<file path="src/hw/usdp_map.svh">
// address map, field positions, reset values and timing counts
`ifndef USDP_MAP_SVH
`define USDP_MAP_SVH
`define USDP_SHADOW_BASE 32'h5000_1130
`define USDP_SHADOW_LAST 32'h5000_116c
`define USDP_DATA10_ADDR 32'h5000_1158
`define USDP_CTRL_ADDR 32'h5000_1180
`define USDP_LINE_STAT_ADDR 32'h5000_1184
`define USDP_ISR_ADDR 32'h5000_1188
`define USDP_IMR_ADDR 32'h5000_118c
`define USDP_DATA_RESET 8'h00
`define USDP_CTRL_FIFO_EN 0
`define USDP_CTRL_IR_MODE 1
`define USDP_STAT_RX_READY 0
`define USDP_STAT_OVERRUN 1
`define USDP_STAT_TX_EMPTY 5
`define USDP_IRQ_RX 0
`define USDP_IRQ_OE 1
`define USDP_IRQ_TX_EMPTY 2
`define USDP_CLKS_PER_BIT 16
`define USDP_FIFO_DEPTH 16
`define USDP_RESP_OKAY 2'b00
`define USDP_RESP_SLVERR 2'b10
`endif

</file>
<file path="src/hw/usdp_pkg.sv">
// types shared by the shadow data port
package usdp_pkg;
  typedef enum logic [1:0] {
    USDP_IDLE = 2'b00,
    USDP_START = 2'b01,
    USDP_DATA = 2'b11,
    USDP_STOP = 2'b10
  } usdp_state_type;
endpackage

</file>
<file path="src/hw/usdp_uart.sv">
// uart shadow data port with axi4-lite register slave
`timescale 1ns/10ps
`include "usdp_map.svh"

// Overview of operation
// - sixteen word aliases reach receive and transmit data
// - read returns received byte in low bits
// - infrared mode receives from infrared input
// - fifo off: new byte overwrites, flags overrun
// - fifo on: read returns and pops head
// - full receive fifo drops new byte, overrun
// - write sends on serial or infrared output
// - fifo off: one write clears holding-empty
// - fifo off: further writes overwrite pending byte
// - fifo on: transmit fifo holds depth bytes
// - write to full transmit fifo is dropped
// - upper bits reserved, data resets to zero
module usdp_uart import usdp_pkg::*; #(
  parameter int DEPTH = `USDP_FIFO_DEPTH,
  parameter int CLKS_PER_BIT = `USDP_CLKS_PER_BIT
) (
  input wire logic MCLK,
  input wire logic RST,
  input wire logic [31:0] AWADDR,
  input wire logic AWVALID,
  output logic AWREADY,
  input wire logic [31:0] WDATA,
  input wire logic [3:0] WSTRB,
  input wire logic WVALID,
  output logic WREADY,
  output logic [1:0] BRESP,
  output logic BVALID,
  input wire logic BREADY,
  input wire logic [31:0] ARADDR,
  input wire logic ARVALID,
  output logic ARREADY,
  output logic [31:0] RDATA,
  output logic [1:0] RRESP,
  output logic RVALID,
  input wire logic RREADY,
  input wire logic SIN,
  input wire logic SIR_IN,
  output logic SOUT,
  output logic SIR_OUT_N,
  output logic IRQ
);
  localparam int AW = $clog2(DEPTH);
  localparam int CW = $clog2(CLKS_PER_BIT);
  localparam logic [AW:0] FULL = (AW+1)'(DEPTH);
  localparam logic [CW-1:0] LAST = CW'(CLKS_PER_BIT - 1);
  localparam logic [CW-1:0] HALF = CW'(CLKS_PER_BIT / 2 - 1);

  if (DEPTH < 2 || (1 << AW) != DEPTH)
    $error("DEPTH must be a power of two of at least 2");
  if (CLKS_PER_BIT < 2 || (1 << CW) != CLKS_PER_BIT)
    $error("CLKS_PER_BIT must be a power of two of at least 2");

  function automatic logic is_shadow(input logic [31:0] a);
    is_shadow = a >= `USDP_SHADOW_BASE && a <= `USDP_SHADOW_LAST
      && a[1:0] == 2'b00;
  endfunction

  // bus state
  logic aw_hold_r, aw_hold_nxt, w_hold_r, w_hold_nxt;
  logic [31:0] aw_addr_r, aw_addr_nxt, w_data_r, w_data_nxt;
  logic w_strb0_r, w_strb0_nxt, bvalid_r, bvalid_nxt;
  logic rvalid_r, rvalid_nxt, rd_shadow_r, rd_shadow_nxt;
  logic [1:0] bresp_r, bresp_nxt, rresp_r, rresp_nxt;
  logic [31:0] rdata_r, rdata_nxt;
  // control and status
  logic [1:0] ctrl_r, ctrl_nxt;
  logic [2:0] imr_r, imr_nxt, isr_r, isr_nxt;
  logic oe_r, oe_nxt;
  // receiver
  usdp_state_type rx_state_r, rx_state_nxt;
  logic [CW-1:0] rx_cnt_r, rx_cnt_nxt;
  logic [2:0] rx_bit_r, rx_bit_nxt;
  logic [7:0] rx_shift_r, rx_shift_nxt;
  logic [7:0] rx_mem [DEPTH];
  logic [AW-1:0] rx_wp_r, rx_wp_nxt, rx_rp_r, rx_rp_nxt;
  logic [AW:0] rx_count_r, rx_count_nxt;
  // transmitter
  usdp_state_type tx_state_r, tx_state_nxt;
  logic [CW-1:0] tx_cnt_r, tx_cnt_nxt;
  logic [2:0] tx_bit_r, tx_bit_nxt;
  logic [7:0] tx_shift_r, tx_shift_nxt;
  logic tx_line_r, tx_line_nxt;
  logic [7:0] tx_mem [DEPTH];
  logic [AW-1:0] tx_wp_r, tx_wp_nxt, tx_rp_r, tx_rp_nxt;
  logic [AW:0] tx_count_r, tx_count_nxt;
  // strobes
  logic fifo_en, ir_mode, rx_in, do_write, rd_take, tx_wr, rx_pop;
  logic rx_arrive, rx_push, rx_over, tx_pop, tx_push, tx_over, tx_empty;
  logic [AW-1:0] rx_mem_idx, tx_mem_idx;
  logic [7:0] rx_head, tx_head;

  assign fifo_en = ctrl_r[`USDP_CTRL_FIFO_EN];
  assign ir_mode = ctrl_r[`USDP_CTRL_IR_MODE];
  assign rx_in = ir_mode ? SIR_IN : SIN;
  assign rx_head = rx_mem[rx_rp_r];
  assign tx_head = tx_mem[tx_rp_r];
  assign tx_empty = tx_count_r == '0;
  assign AWREADY = !aw_hold_r;
  assign WREADY = !w_hold_r;
  assign ARREADY = !rvalid_r;
  assign BVALID = bvalid_r;
  assign BRESP = bresp_r;
  assign RVALID = rvalid_r;
  assign RDATA = rdata_r;
  assign RRESP = rresp_r;
  assign SOUT = ir_mode ? 1'b1 : tx_line_r;
  assign SIR_OUT_N = ir_mode ? tx_line_r : 1'b1;
  assign IRQ = |(isr_r & imr_r);

  always_comb begin
    do_write = aw_hold_r && w_hold_r && !bvalid_r;
    rd_take = ARVALID && !rvalid_r;
    tx_wr = do_write && is_shadow(aw_addr_r) && w_strb0_r;
    rx_pop = rd_take && is_shadow(ARADDR) && rx_count_r != '0;
    // bus channels
    aw_hold_nxt = aw_hold_r;
    aw_addr_nxt = aw_addr_r;
    w_hold_nxt = w_hold_r;
    w_data_nxt = w_data_r;
    w_strb0_nxt = w_strb0_r;
    if (AWVALID && !aw_hold_r) begin
      aw_hold_nxt = 1'b1;
      aw_addr_nxt = AWADDR;
    end
    if (WVALID && !w_hold_r) begin
      w_hold_nxt = 1'b1;
      w_data_nxt = WDATA;
      w_strb0_nxt = WSTRB[0];
    end
    bvalid_nxt = bvalid_r && !BREADY;
    bresp_nxt = bresp_r;
    ctrl_nxt = ctrl_r;
    imr_nxt = imr_r;
    if (do_write) begin
      aw_hold_nxt = 1'b0;
      w_hold_nxt = 1'b0;
      bvalid_nxt = 1'b1;
      bresp_nxt = `USDP_RESP_OKAY;
      if (aw_addr_r == `USDP_CTRL_ADDR) begin
        if (w_strb0_r)
          ctrl_nxt = w_data_r[1:0];
      end else if (aw_addr_r == `USDP_IMR_ADDR) begin
        if (w_strb0_r)
          imr_nxt = w_data_r[2:0];
      end else if (!is_shadow(aw_addr_r) && aw_addr_r != `USDP_LINE_STAT_ADDR
          && aw_addr_r != `USDP_ISR_ADDR) begin
        bresp_nxt = `USDP_RESP_SLVERR;
      end
    end
    rvalid_nxt = rvalid_r && !RREADY;
    rdata_nxt = rdata_r;
    rresp_nxt = rresp_r;
    rd_shadow_nxt = rd_shadow_r;
    if (rd_take) begin
      rvalid_nxt = 1'b1;
      rresp_nxt = `USDP_RESP_OKAY;
      rdata_nxt = 32'h0000_0000;
      rd_shadow_nxt = is_shadow(ARADDR);
      if (is_shadow(ARADDR)) begin
        rdata_nxt[7:0] = rx_head;
      end else if (ARADDR == `USDP_CTRL_ADDR) begin
        rdata_nxt[1:0] = ctrl_r;
      end else if (ARADDR == `USDP_LINE_STAT_ADDR) begin
        rdata_nxt[`USDP_STAT_RX_READY] = rx_count_r != '0;
        rdata_nxt[`USDP_STAT_OVERRUN] = oe_r;
        rdata_nxt[`USDP_STAT_TX_EMPTY] = tx_empty;
      end else if (ARADDR == `USDP_ISR_ADDR) begin
        rdata_nxt[2:0] = isr_r;
      end else if (ARADDR == `USDP_IMR_ADDR) begin
        rdata_nxt[2:0] = imr_r;
      end else begin
        rresp_nxt = `USDP_RESP_SLVERR;
      end
    end
    // receiver: start bit checked at mid-bit, then one sample per bit
    rx_state_nxt = rx_state_r;
    rx_cnt_nxt = rx_cnt_r + 1'b1;
    rx_bit_nxt = rx_bit_r;
    rx_shift_nxt = rx_shift_r;
    rx_arrive = 1'b0;
    case (rx_state_r)
      USDP_IDLE: begin
        rx_cnt_nxt = '0;
        if (!rx_in)
          rx_state_nxt = USDP_START;
      end
      USDP_START: begin
        if (rx_cnt_r == HALF) begin
          rx_cnt_nxt = '0;
          rx_bit_nxt = 3'd0;
          rx_state_nxt = rx_in ? USDP_IDLE : USDP_DATA;
        end
      end
      USDP_DATA: begin
        if (rx_cnt_r == LAST) begin
          rx_shift_nxt = {rx_in, rx_shift_r[7:1]};
          rx_bit_nxt = rx_bit_r + 1'b1;
          if (rx_bit_r == 3'd7)
            rx_state_nxt = USDP_STOP;
        end
      end
      default: begin
        if (rx_cnt_r == LAST) begin
          rx_arrive = rx_in;
          rx_state_nxt = USDP_IDLE;
        end
      end
    endcase
    // receive buffer: capacity one when fifo is off
    rx_push = 1'b0;
    rx_over = 1'b0;
    rx_mem_idx = rx_wp_r;
    if (rx_arrive) begin
      if (fifo_en ? (rx_count_r != FULL || rx_pop)
          : (rx_count_r == '0 || rx_pop)) begin
        rx_push = 1'b1;
      end else if (!fifo_en) begin
        rx_over = 1'b1;
        rx_mem_idx = rx_rp_r;
      end
    end
    rx_wp_nxt = rx_push ? rx_wp_r + 1'b1 : rx_wp_r;
    rx_rp_nxt = rx_pop ? rx_rp_r + 1'b1 : rx_rp_r;
    rx_count_nxt = rx_count_r + (AW+1)'(rx_push) - (AW+1)'(rx_pop);
    // transmit buffer
    tx_pop = tx_state_r == USDP_IDLE && tx_count_r != '0;
    tx_push = 1'b0;
    tx_over = 1'b0;
    tx_mem_idx = tx_wp_r;
    if (tx_wr) begin
      if (fifo_en ? (tx_count_r != FULL || tx_pop)
          : (tx_count_r == '0 || tx_pop)) begin
        tx_push = 1'b1;
      end else if (!fifo_en) begin
        tx_over = 1'b1;
        tx_mem_idx = tx_rp_r;
      end
    end
    tx_wp_nxt = tx_push ? tx_wp_r + 1'b1 : tx_wp_r;
    tx_rp_nxt = tx_pop ? tx_rp_r + 1'b1 : tx_rp_r;
    tx_count_nxt = tx_count_r + (AW+1)'(tx_push) - (AW+1)'(tx_pop);
    // transmitter
    tx_state_nxt = tx_state_r;
    tx_cnt_nxt = tx_cnt_r + 1'b1;
    tx_bit_nxt = tx_bit_r;
    tx_shift_nxt = tx_shift_r;
    tx_line_nxt = tx_line_r;
    case (tx_state_r)
      USDP_IDLE: begin
        tx_cnt_nxt = '0;
        if (tx_pop) begin
          tx_shift_nxt = tx_head;
          tx_line_nxt = 1'b0;
          tx_state_nxt = USDP_START;
        end
      end
      USDP_START: begin
        if (tx_cnt_r == LAST) begin
          tx_line_nxt = tx_shift_r[0];
          tx_shift_nxt = {1'b0, tx_shift_r[7:1]};
          tx_bit_nxt = 3'd0;
          tx_state_nxt = USDP_DATA;
        end
      end
      USDP_DATA: begin
        if (tx_cnt_r == LAST) begin
          tx_line_nxt = tx_bit_r == 3'd7 ? 1'b1 : tx_shift_r[0];
          tx_shift_nxt = {1'b0, tx_shift_r[7:1]};
          tx_bit_nxt = tx_bit_r + 1'b1;
          if (tx_bit_r == 3'd7)
            tx_state_nxt = USDP_STOP;
        end
      end
      default: begin
        if (tx_cnt_r == LAST)
          tx_state_nxt = USDP_IDLE;
      end
    endcase
    // sticky flags: a read clears, a new event in the same cycle wins
    oe_nxt = oe_r;
    if (rd_take && ARADDR == `USDP_LINE_STAT_ADDR)
      oe_nxt = 1'b0;
    if (rx_over || (rx_arrive && !rx_push))
      oe_nxt = 1'b1;
    isr_nxt = (rd_take && ARADDR == `USDP_ISR_ADDR) ? 3'b000 : isr_r;
    isr_nxt[`USDP_IRQ_RX] = isr_nxt[`USDP_IRQ_RX] | rx_push;
    isr_nxt[`USDP_IRQ_OE] = isr_nxt[`USDP_IRQ_OE] | (rx_arrive && !rx_push);
    isr_nxt[`USDP_IRQ_TX_EMPTY] = isr_nxt[`USDP_IRQ_TX_EMPTY]
      | (tx_count_nxt == '0 && !tx_empty);
  end

  always_ff @(posedge MCLK or posedge RST) begin
    if (RST) begin
      aw_hold_r <= 1'b0;
      aw_addr_r <= 32'h0000_0000;
      w_hold_r <= 1'b0;
      w_data_r <= 32'h0000_0000;
      w_strb0_r <= 1'b0;
      bvalid_r <= 1'b0;
      bresp_r <= `USDP_RESP_OKAY;
      rvalid_r <= 1'b0;
      rdata_r <= 32'h0000_0000;
      rresp_r <= `USDP_RESP_OKAY;
      rd_shadow_r <= 1'b0;
      ctrl_r <= 2'b00;
      imr_r <= 3'b000;
      isr_r <= 3'b000;
      oe_r <= 1'b0;
      rx_state_r <= USDP_IDLE;
      rx_cnt_r <= '0;
      rx_bit_r <= 3'd0;
      rx_shift_r <= 8'h00;
      rx_wp_r <= '0;
      rx_rp_r <= '0;
      rx_count_r <= '0;
      tx_state_r <= USDP_IDLE;
      tx_cnt_r <= '0;
      tx_bit_r <= 3'd0;
      tx_shift_r <= 8'h00;
      tx_line_r <= 1'b1;
      tx_wp_r <= '0;
      tx_rp_r <= '0;
      tx_count_r <= '0;
      for (int i = 0; i < DEPTH; i++) begin
        rx_mem[i] <= `USDP_DATA_RESET;
        tx_mem[i] <= `USDP_DATA_RESET;
      end
    end else begin
      aw_hold_r <= aw_hold_nxt;
      aw_addr_r <= aw_addr_nxt;
      w_hold_r <= w_hold_nxt;
      w_data_r <= w_data_nxt;
      w_strb0_r <= w_strb0_nxt;
      bvalid_r <= bvalid_nxt;
      bresp_r <= bresp_nxt;
      rvalid_r <= rvalid_nxt;
      rdata_r <= rdata_nxt;
      rresp_r <= rresp_nxt;
      rd_shadow_r <= rd_shadow_nxt;
      ctrl_r <= ctrl_nxt;
      imr_r <= imr_nxt;
      isr_r <= isr_nxt;
      oe_r <= oe_nxt;
      rx_state_r <= rx_state_nxt;
      rx_cnt_r <= rx_cnt_nxt;
      rx_bit_r <= rx_bit_nxt;
      rx_shift_r <= rx_shift_nxt;
      rx_wp_r <= rx_wp_nxt;
      rx_rp_r <= rx_rp_nxt;
      rx_count_r <= rx_count_nxt;
      tx_state_r <= tx_state_nxt;
      tx_cnt_r <= tx_cnt_nxt;
      tx_bit_r <= tx_bit_nxt;
      tx_shift_r <= tx_shift_nxt;
      tx_line_r <= tx_line_nxt;
      tx_wp_r <= tx_wp_nxt;
      tx_rp_r <= tx_rp_nxt;
      tx_count_r <= tx_count_nxt;
      if (rx_push || rx_over)
        rx_mem[rx_mem_idx] <= rx_shift_r;
      if (tx_push || tx_over)
        tx_mem[tx_mem_idx] <= w_data_r[7:0];
    end
  end
endmodule

</file>
<file path="config.mk">
export PLATFORM = sky130hd
export DESIGN_NAME = usdp_uart
export DESIGN_NICKNAME = d
export VERILOG_FILES = /design/src/hw/usdp_pkg.sv /design/src/hw/usdp_uart.sv
export VERILOG_INCLUDE_DIRS = /design/src /design/src/hw
export SDC_FILE = /design/constraint.sdc
export NUM_CORES = 1
export LEC_CHECK = 0
export BUFFER_PORTS_ARGS = -buffer_cell sky130_fd_sc_hd__buf_2
export CELL_PAD_IN_SITES_DETAIL_PLACEMENT = 1
export CELL_PAD_IN_SITES_GLOBAL_PLACEMENT = 2
export CORE_MARGIN = 3
export CORE_UTILIZATION = 35
export CTS_CLUSTER_SIZE = 8
export DETAILED_ROUTE_END_ITERATION = 8
export HOLD_SLACK_MARGIN = 0.15
export MAX_ROUTING_LAYER = met4
export PLACE_DENSITY = 0.72
export SYNTH_ARGS = -nofsm -noshare
export SYNTH_HDL_FRONTEND = slang
export SYNTH_SLANG_ARGS = --single-unit
</file>
<file path="constraint.sdc">
create_clock -name MCLK -period 18.5 [get_ports MCLK]
set_input_delay 5.55 -clock MCLK [delete_from_list [all_inputs] [get_ports MCLK]]
set_output_delay 5.55 -clock MCLK [all_outputs]
set_load 0.01 [all_outputs]
</file>
==> impl_metrics.toml <==
[outcome]
outcome = "complete, no violations"

[critical_path]
critical_path_arrival_ns = 9.02
timing_worst_setup_path_type = "in2reg"
worst-endpoint-required_ns = 19.00
worstPathMaxFanout = 12
critPathCaptureType = "flop"
startpoint_type = "input port"

[global_route]
grt_util_all_layers = 0.172
globalRoute.totalOverflow = 0
first_pass_grt_wire_length_um = 73300
grt_start_max_net_pins = 172
number_of_global_route_vias_before_repair = 12300
antenna_violations_before_repair = 1

[synthesis]
compound_gate_portion_of_the_synthesized_area = 0.0616
post_synth_xor_area_fraction = 0.0109
main_combinational_cell_family_by_area_after_synthesis = "multiplexers"
ys_seq_elements = 381
synth_flop_cell = "sky130_fd_sc_hd__dfrtp_1"
synth-edff-count = 0
syn_avg_cell_area_um2 = 14.0
sequential_fraction_of_the_synthesis_area = 0.518
synth-adder-area-share = 0.0199
post_synth_inst_count = 1316
ys.warnings.count = 0
synth.mux.area_fraction = 0.289
synth-async-reset-ratio = 1.00
synthesis.area_um2 = 18400
synth_simple_gate_area_frac = 0.0670
ys_types = 82

[layout]
filler_cell_count = 5328
nets = 1548
fin_area_um2 = 21000
drive_above_1_share = 0.419
flow.area_growth_from_synthesis_pct = 13.9

[place]
io_buffers = 99
gpl.final_weighted_congestion = 0.769
detailed_place.area_um2 = 19500
dp_hpwl_um = 29700

[power]
power_frac_comb = 0.091
share_clk_of_total_power = 0.426
power.leakage_uw = 0.00987
total_switching_power_uw = 571
power_report.internal_total_uw = 1530
p_sw_frac = 0.272
part_of_the_total_power_dissipated_in_sequential_elements = 0.483
power.density_cell_area_nw_per_um2 = 100
vdd_ir_drop_max_uv = 65.2

[sta]
final-max-slew-violation-count = 0
worst_hold_slack_ns = 0.448
fmax_mhz = 117
hold_viol = 0
grt_setup_unrepaired = "false"
timing.max_slew.rel_slack = 0.248
finalWorstPathRequiredPeriod_ns = 8.53
worst-slew-pin-transition_ns = 1.13
report.final.setup_viol = 0
finalClockSkew_ns = 0.0149
fin_crit_sh = 0.461
finalSetupTns_ns = 0

[clock_tree]
cts.htree.levels = 2
cts_root_buf = "sky130_fd_sc_hd__clkbuf_16"
cts_tree = "done"
numCtsBuffers = 54
cts_post_setup_buffers_inserted = 0
cts.path.max_buffers = 3
worst_skew_pair.late_latency_ns = 0.59
clkSinkCount = 381
post_cts_gate_resize_count = 0
clk_pin_slew_ns = 0.05
holdBufCountCts = 0

[floorplanning]
die_x_um = 235
num_rows = 83
floorplan.initialDensity = 0.356
pin_count = 153
design.die.area_um2 = 55400
die_height_um = 235
floorplan.core_area_um2 = 51700

[drt]
routed_wl_um = 45900
avg_vias_per_cell = 5.33
dr.first_iter.drc_count = 614
ant_nets = 0
drt-wirelength-per-cell_um = 21.7
drcViolationCount = 0
detailroute.via_count = 11300
drt-pass1-iter-count = 4

[min_path]
hold_path_class = "reg2reg"

[job]
maxCapViolations = 0
-- Yosys cell counts, types with 13 or more instances --
cell                       number  area, um^2
sky130_fd_sc_hd__o21ai_0       15        75.1
sky130_fd_sc_hd__mux2_2       291        3280
sky130_fd_sc_hd__inv_1         35         131
sky130_fd_sc_hd__nor2b_1       15        93.8
sky130_fd_sc_hd__mux4_2        67        1510
sky130_fd_sc_hd__clkbuf_1      48         180
sky130_fd_sc_hd__ha_1          26         325
sky130_fd_sc_hd__a21oi_1       20         100
sky130_fd_sc_hd__mux2i_1       17         170
sky130_fd_sc_hd__xnor2_1       14         123
sky130_fd_sc_hd__nor2_1        39         146
sky130_fd_sc_hd__o22ai_2       13         163
sky130_fd_sc_hd__mux2_4        24         360
sky130_fd_sc_hd__dfrtp_1      380        9510
sky130_fd_sc_hd__nand2_1       54         203
sky130_fd_sc_hd__buf_4         26         195
sky130_fd_sc_hd__nand4_1       15        93.8
-- placed cells by master (no fill, tap or decap), drive strengths merged, types with 5 or more instances in the layout --
master,n
a21oi,20
conb,26
and3,12
o211ai,9
buf,108
o31ai,6
clkbuf,72
dfrtp,380
o21ai,16
mux2,316
or4,5
nor2b,15
nand3,12
nand2,57
nand2b,7
nor2,39
ha,26
o22ai,20
xnor2,14
nor3,8
nand4,15
a31oi,10
a22o,8
o221ai,8
mux2i,17
or2,6
mux4,67
xor2,9
nor4,12
nor4b,8
inv,38
-- critical path, stage by stage --
cell	delay, ns
sky130_fd_sc_hd__buf_2	0.10
sky130_fd_sc_hd__nor4_1	0.39
sky130_fd_sc_hd__nand4_1	0.25
sky130_fd_sc_hd__a211oi_2	0.93
sky130_fd_sc_hd__o21ai_1	0.34
sky130_fd_sc_hd__ha_1	0.36
sky130_fd_sc_hd__inv_1	0.04
sky130_fd_sc_hd__ha_1	0.19
sky130_fd_sc_hd__fa_1	0.42
sky130_fd_sc_hd__a21oi_1	0.15
sky130_fd_sc_hd__nor2_1	0.06
sky130_fd_sc_hd__nor2_1	0.11
sky130_fd_sc_hd__xnor2_1	0.13
-- state kept, by name, indices dropped and copies added (netlist names), 5 cells and up --
name,flops
rx_mem,128
tx_mem,128
aw_addr_r,32
RDATA,8
rx_shift_r,8
tx_shift_r,8
w_data_r,8
rx_count_r,5
tx_count_r,5
-- cells by family (layout without fill, tap and decap cells) --
| kind of cell | after synthesis | count (layout) |
|---|---|---|
| AOI/OAI and AO/OA | 138 | 138 |
| buffers and inverters | 130 | 220 |
| other | 1 | 28 |
| adders and majority gates | 28 | 28 |
| DFF | 381 | 381 |
| xor gates and xnor gates | 23 | 23 |
| muxes | 400 | 400 |
| and+or+nand+nor | 215 | 215 |
-- worst paths after layout --
kind	start	to	slack [ns]	cells past startpoint
min in group asynchronous	RST	RDATA[5]$_DFFE_PP0P_	5.15	2
worst min-delay path	tx_cnt_r[0]$_DFF_PP0_	tx_cnt_r[0]$_DFF_PP0_	0.45	1
worst max-delay path	ARADDR[23]	rx_count_r[4]$_DFF_PP0_	9.97	13
worst max register to register	tx_state_r[0]$_DFFE_PP0P_	isr_r[2]$_DFF_PP0_	14.05	15
max in group asynchronous	RST	tx_mem[71]$_DFFE_PP0P_	11.08	4
worst min register to register	tx_cnt_r[0]$_DFF_PP0_	tx_cnt_r[0]$_DFF_PP0_	0.45	1
-- routing by layer --
layer / wire (um) / up-vias / part of all wire / track usage
li1: - / 5032 / - / -
met1: 21700 / 5965 / 0.47 / 0.236
met2: 21500 / 194 / 0.47 / 0.266
met3: 1840 / 66 / 0.040 / 0.0328
met4: 833 / 0 / 0.018 / 0.0396
met5: 0 / - / 0 / -
-- power groups by stage --
stage	logic, uW	registers, uW	clock network (uW)
3_3_place_gp	186	1020	0
2_1_floorplan	185	960	0
3_5_place_dp	195	1030	0
6_report	192	1010	894
5_1_grt	215	1030	954
4_1_cts	196	1020	918
-- through the flow --
stage          total power (uW)  cells  utilization  setup WS, ns
2_1_floorplan              1150   1341            -          2.37
3_3_place_gp               1210   2035        0.377          9.30
3_5_place_dp               1220   2035        0.377          9.32
4_1_cts                    2130   2111        0.405          9.92
5_1_grt                    2200   2112        0.405          9.58
6_report                   2100   2113        0.405          9.97
-- area by class of cell --
cell class	count	area, um^2	share of cell area
sequential	381	9540	0.455
multi-input combinational	830	8370	0.399
clock buffer	72	1440	0.0686
tap	680	851	0.0406
timing repair buffer	108	576	0.0275
inverter	36	143	0.00681
clock inverter	4	42.5	0.00203
antenna	2	5.00	0.000239
Note: power is estimated with default switching activity, not from simulation.
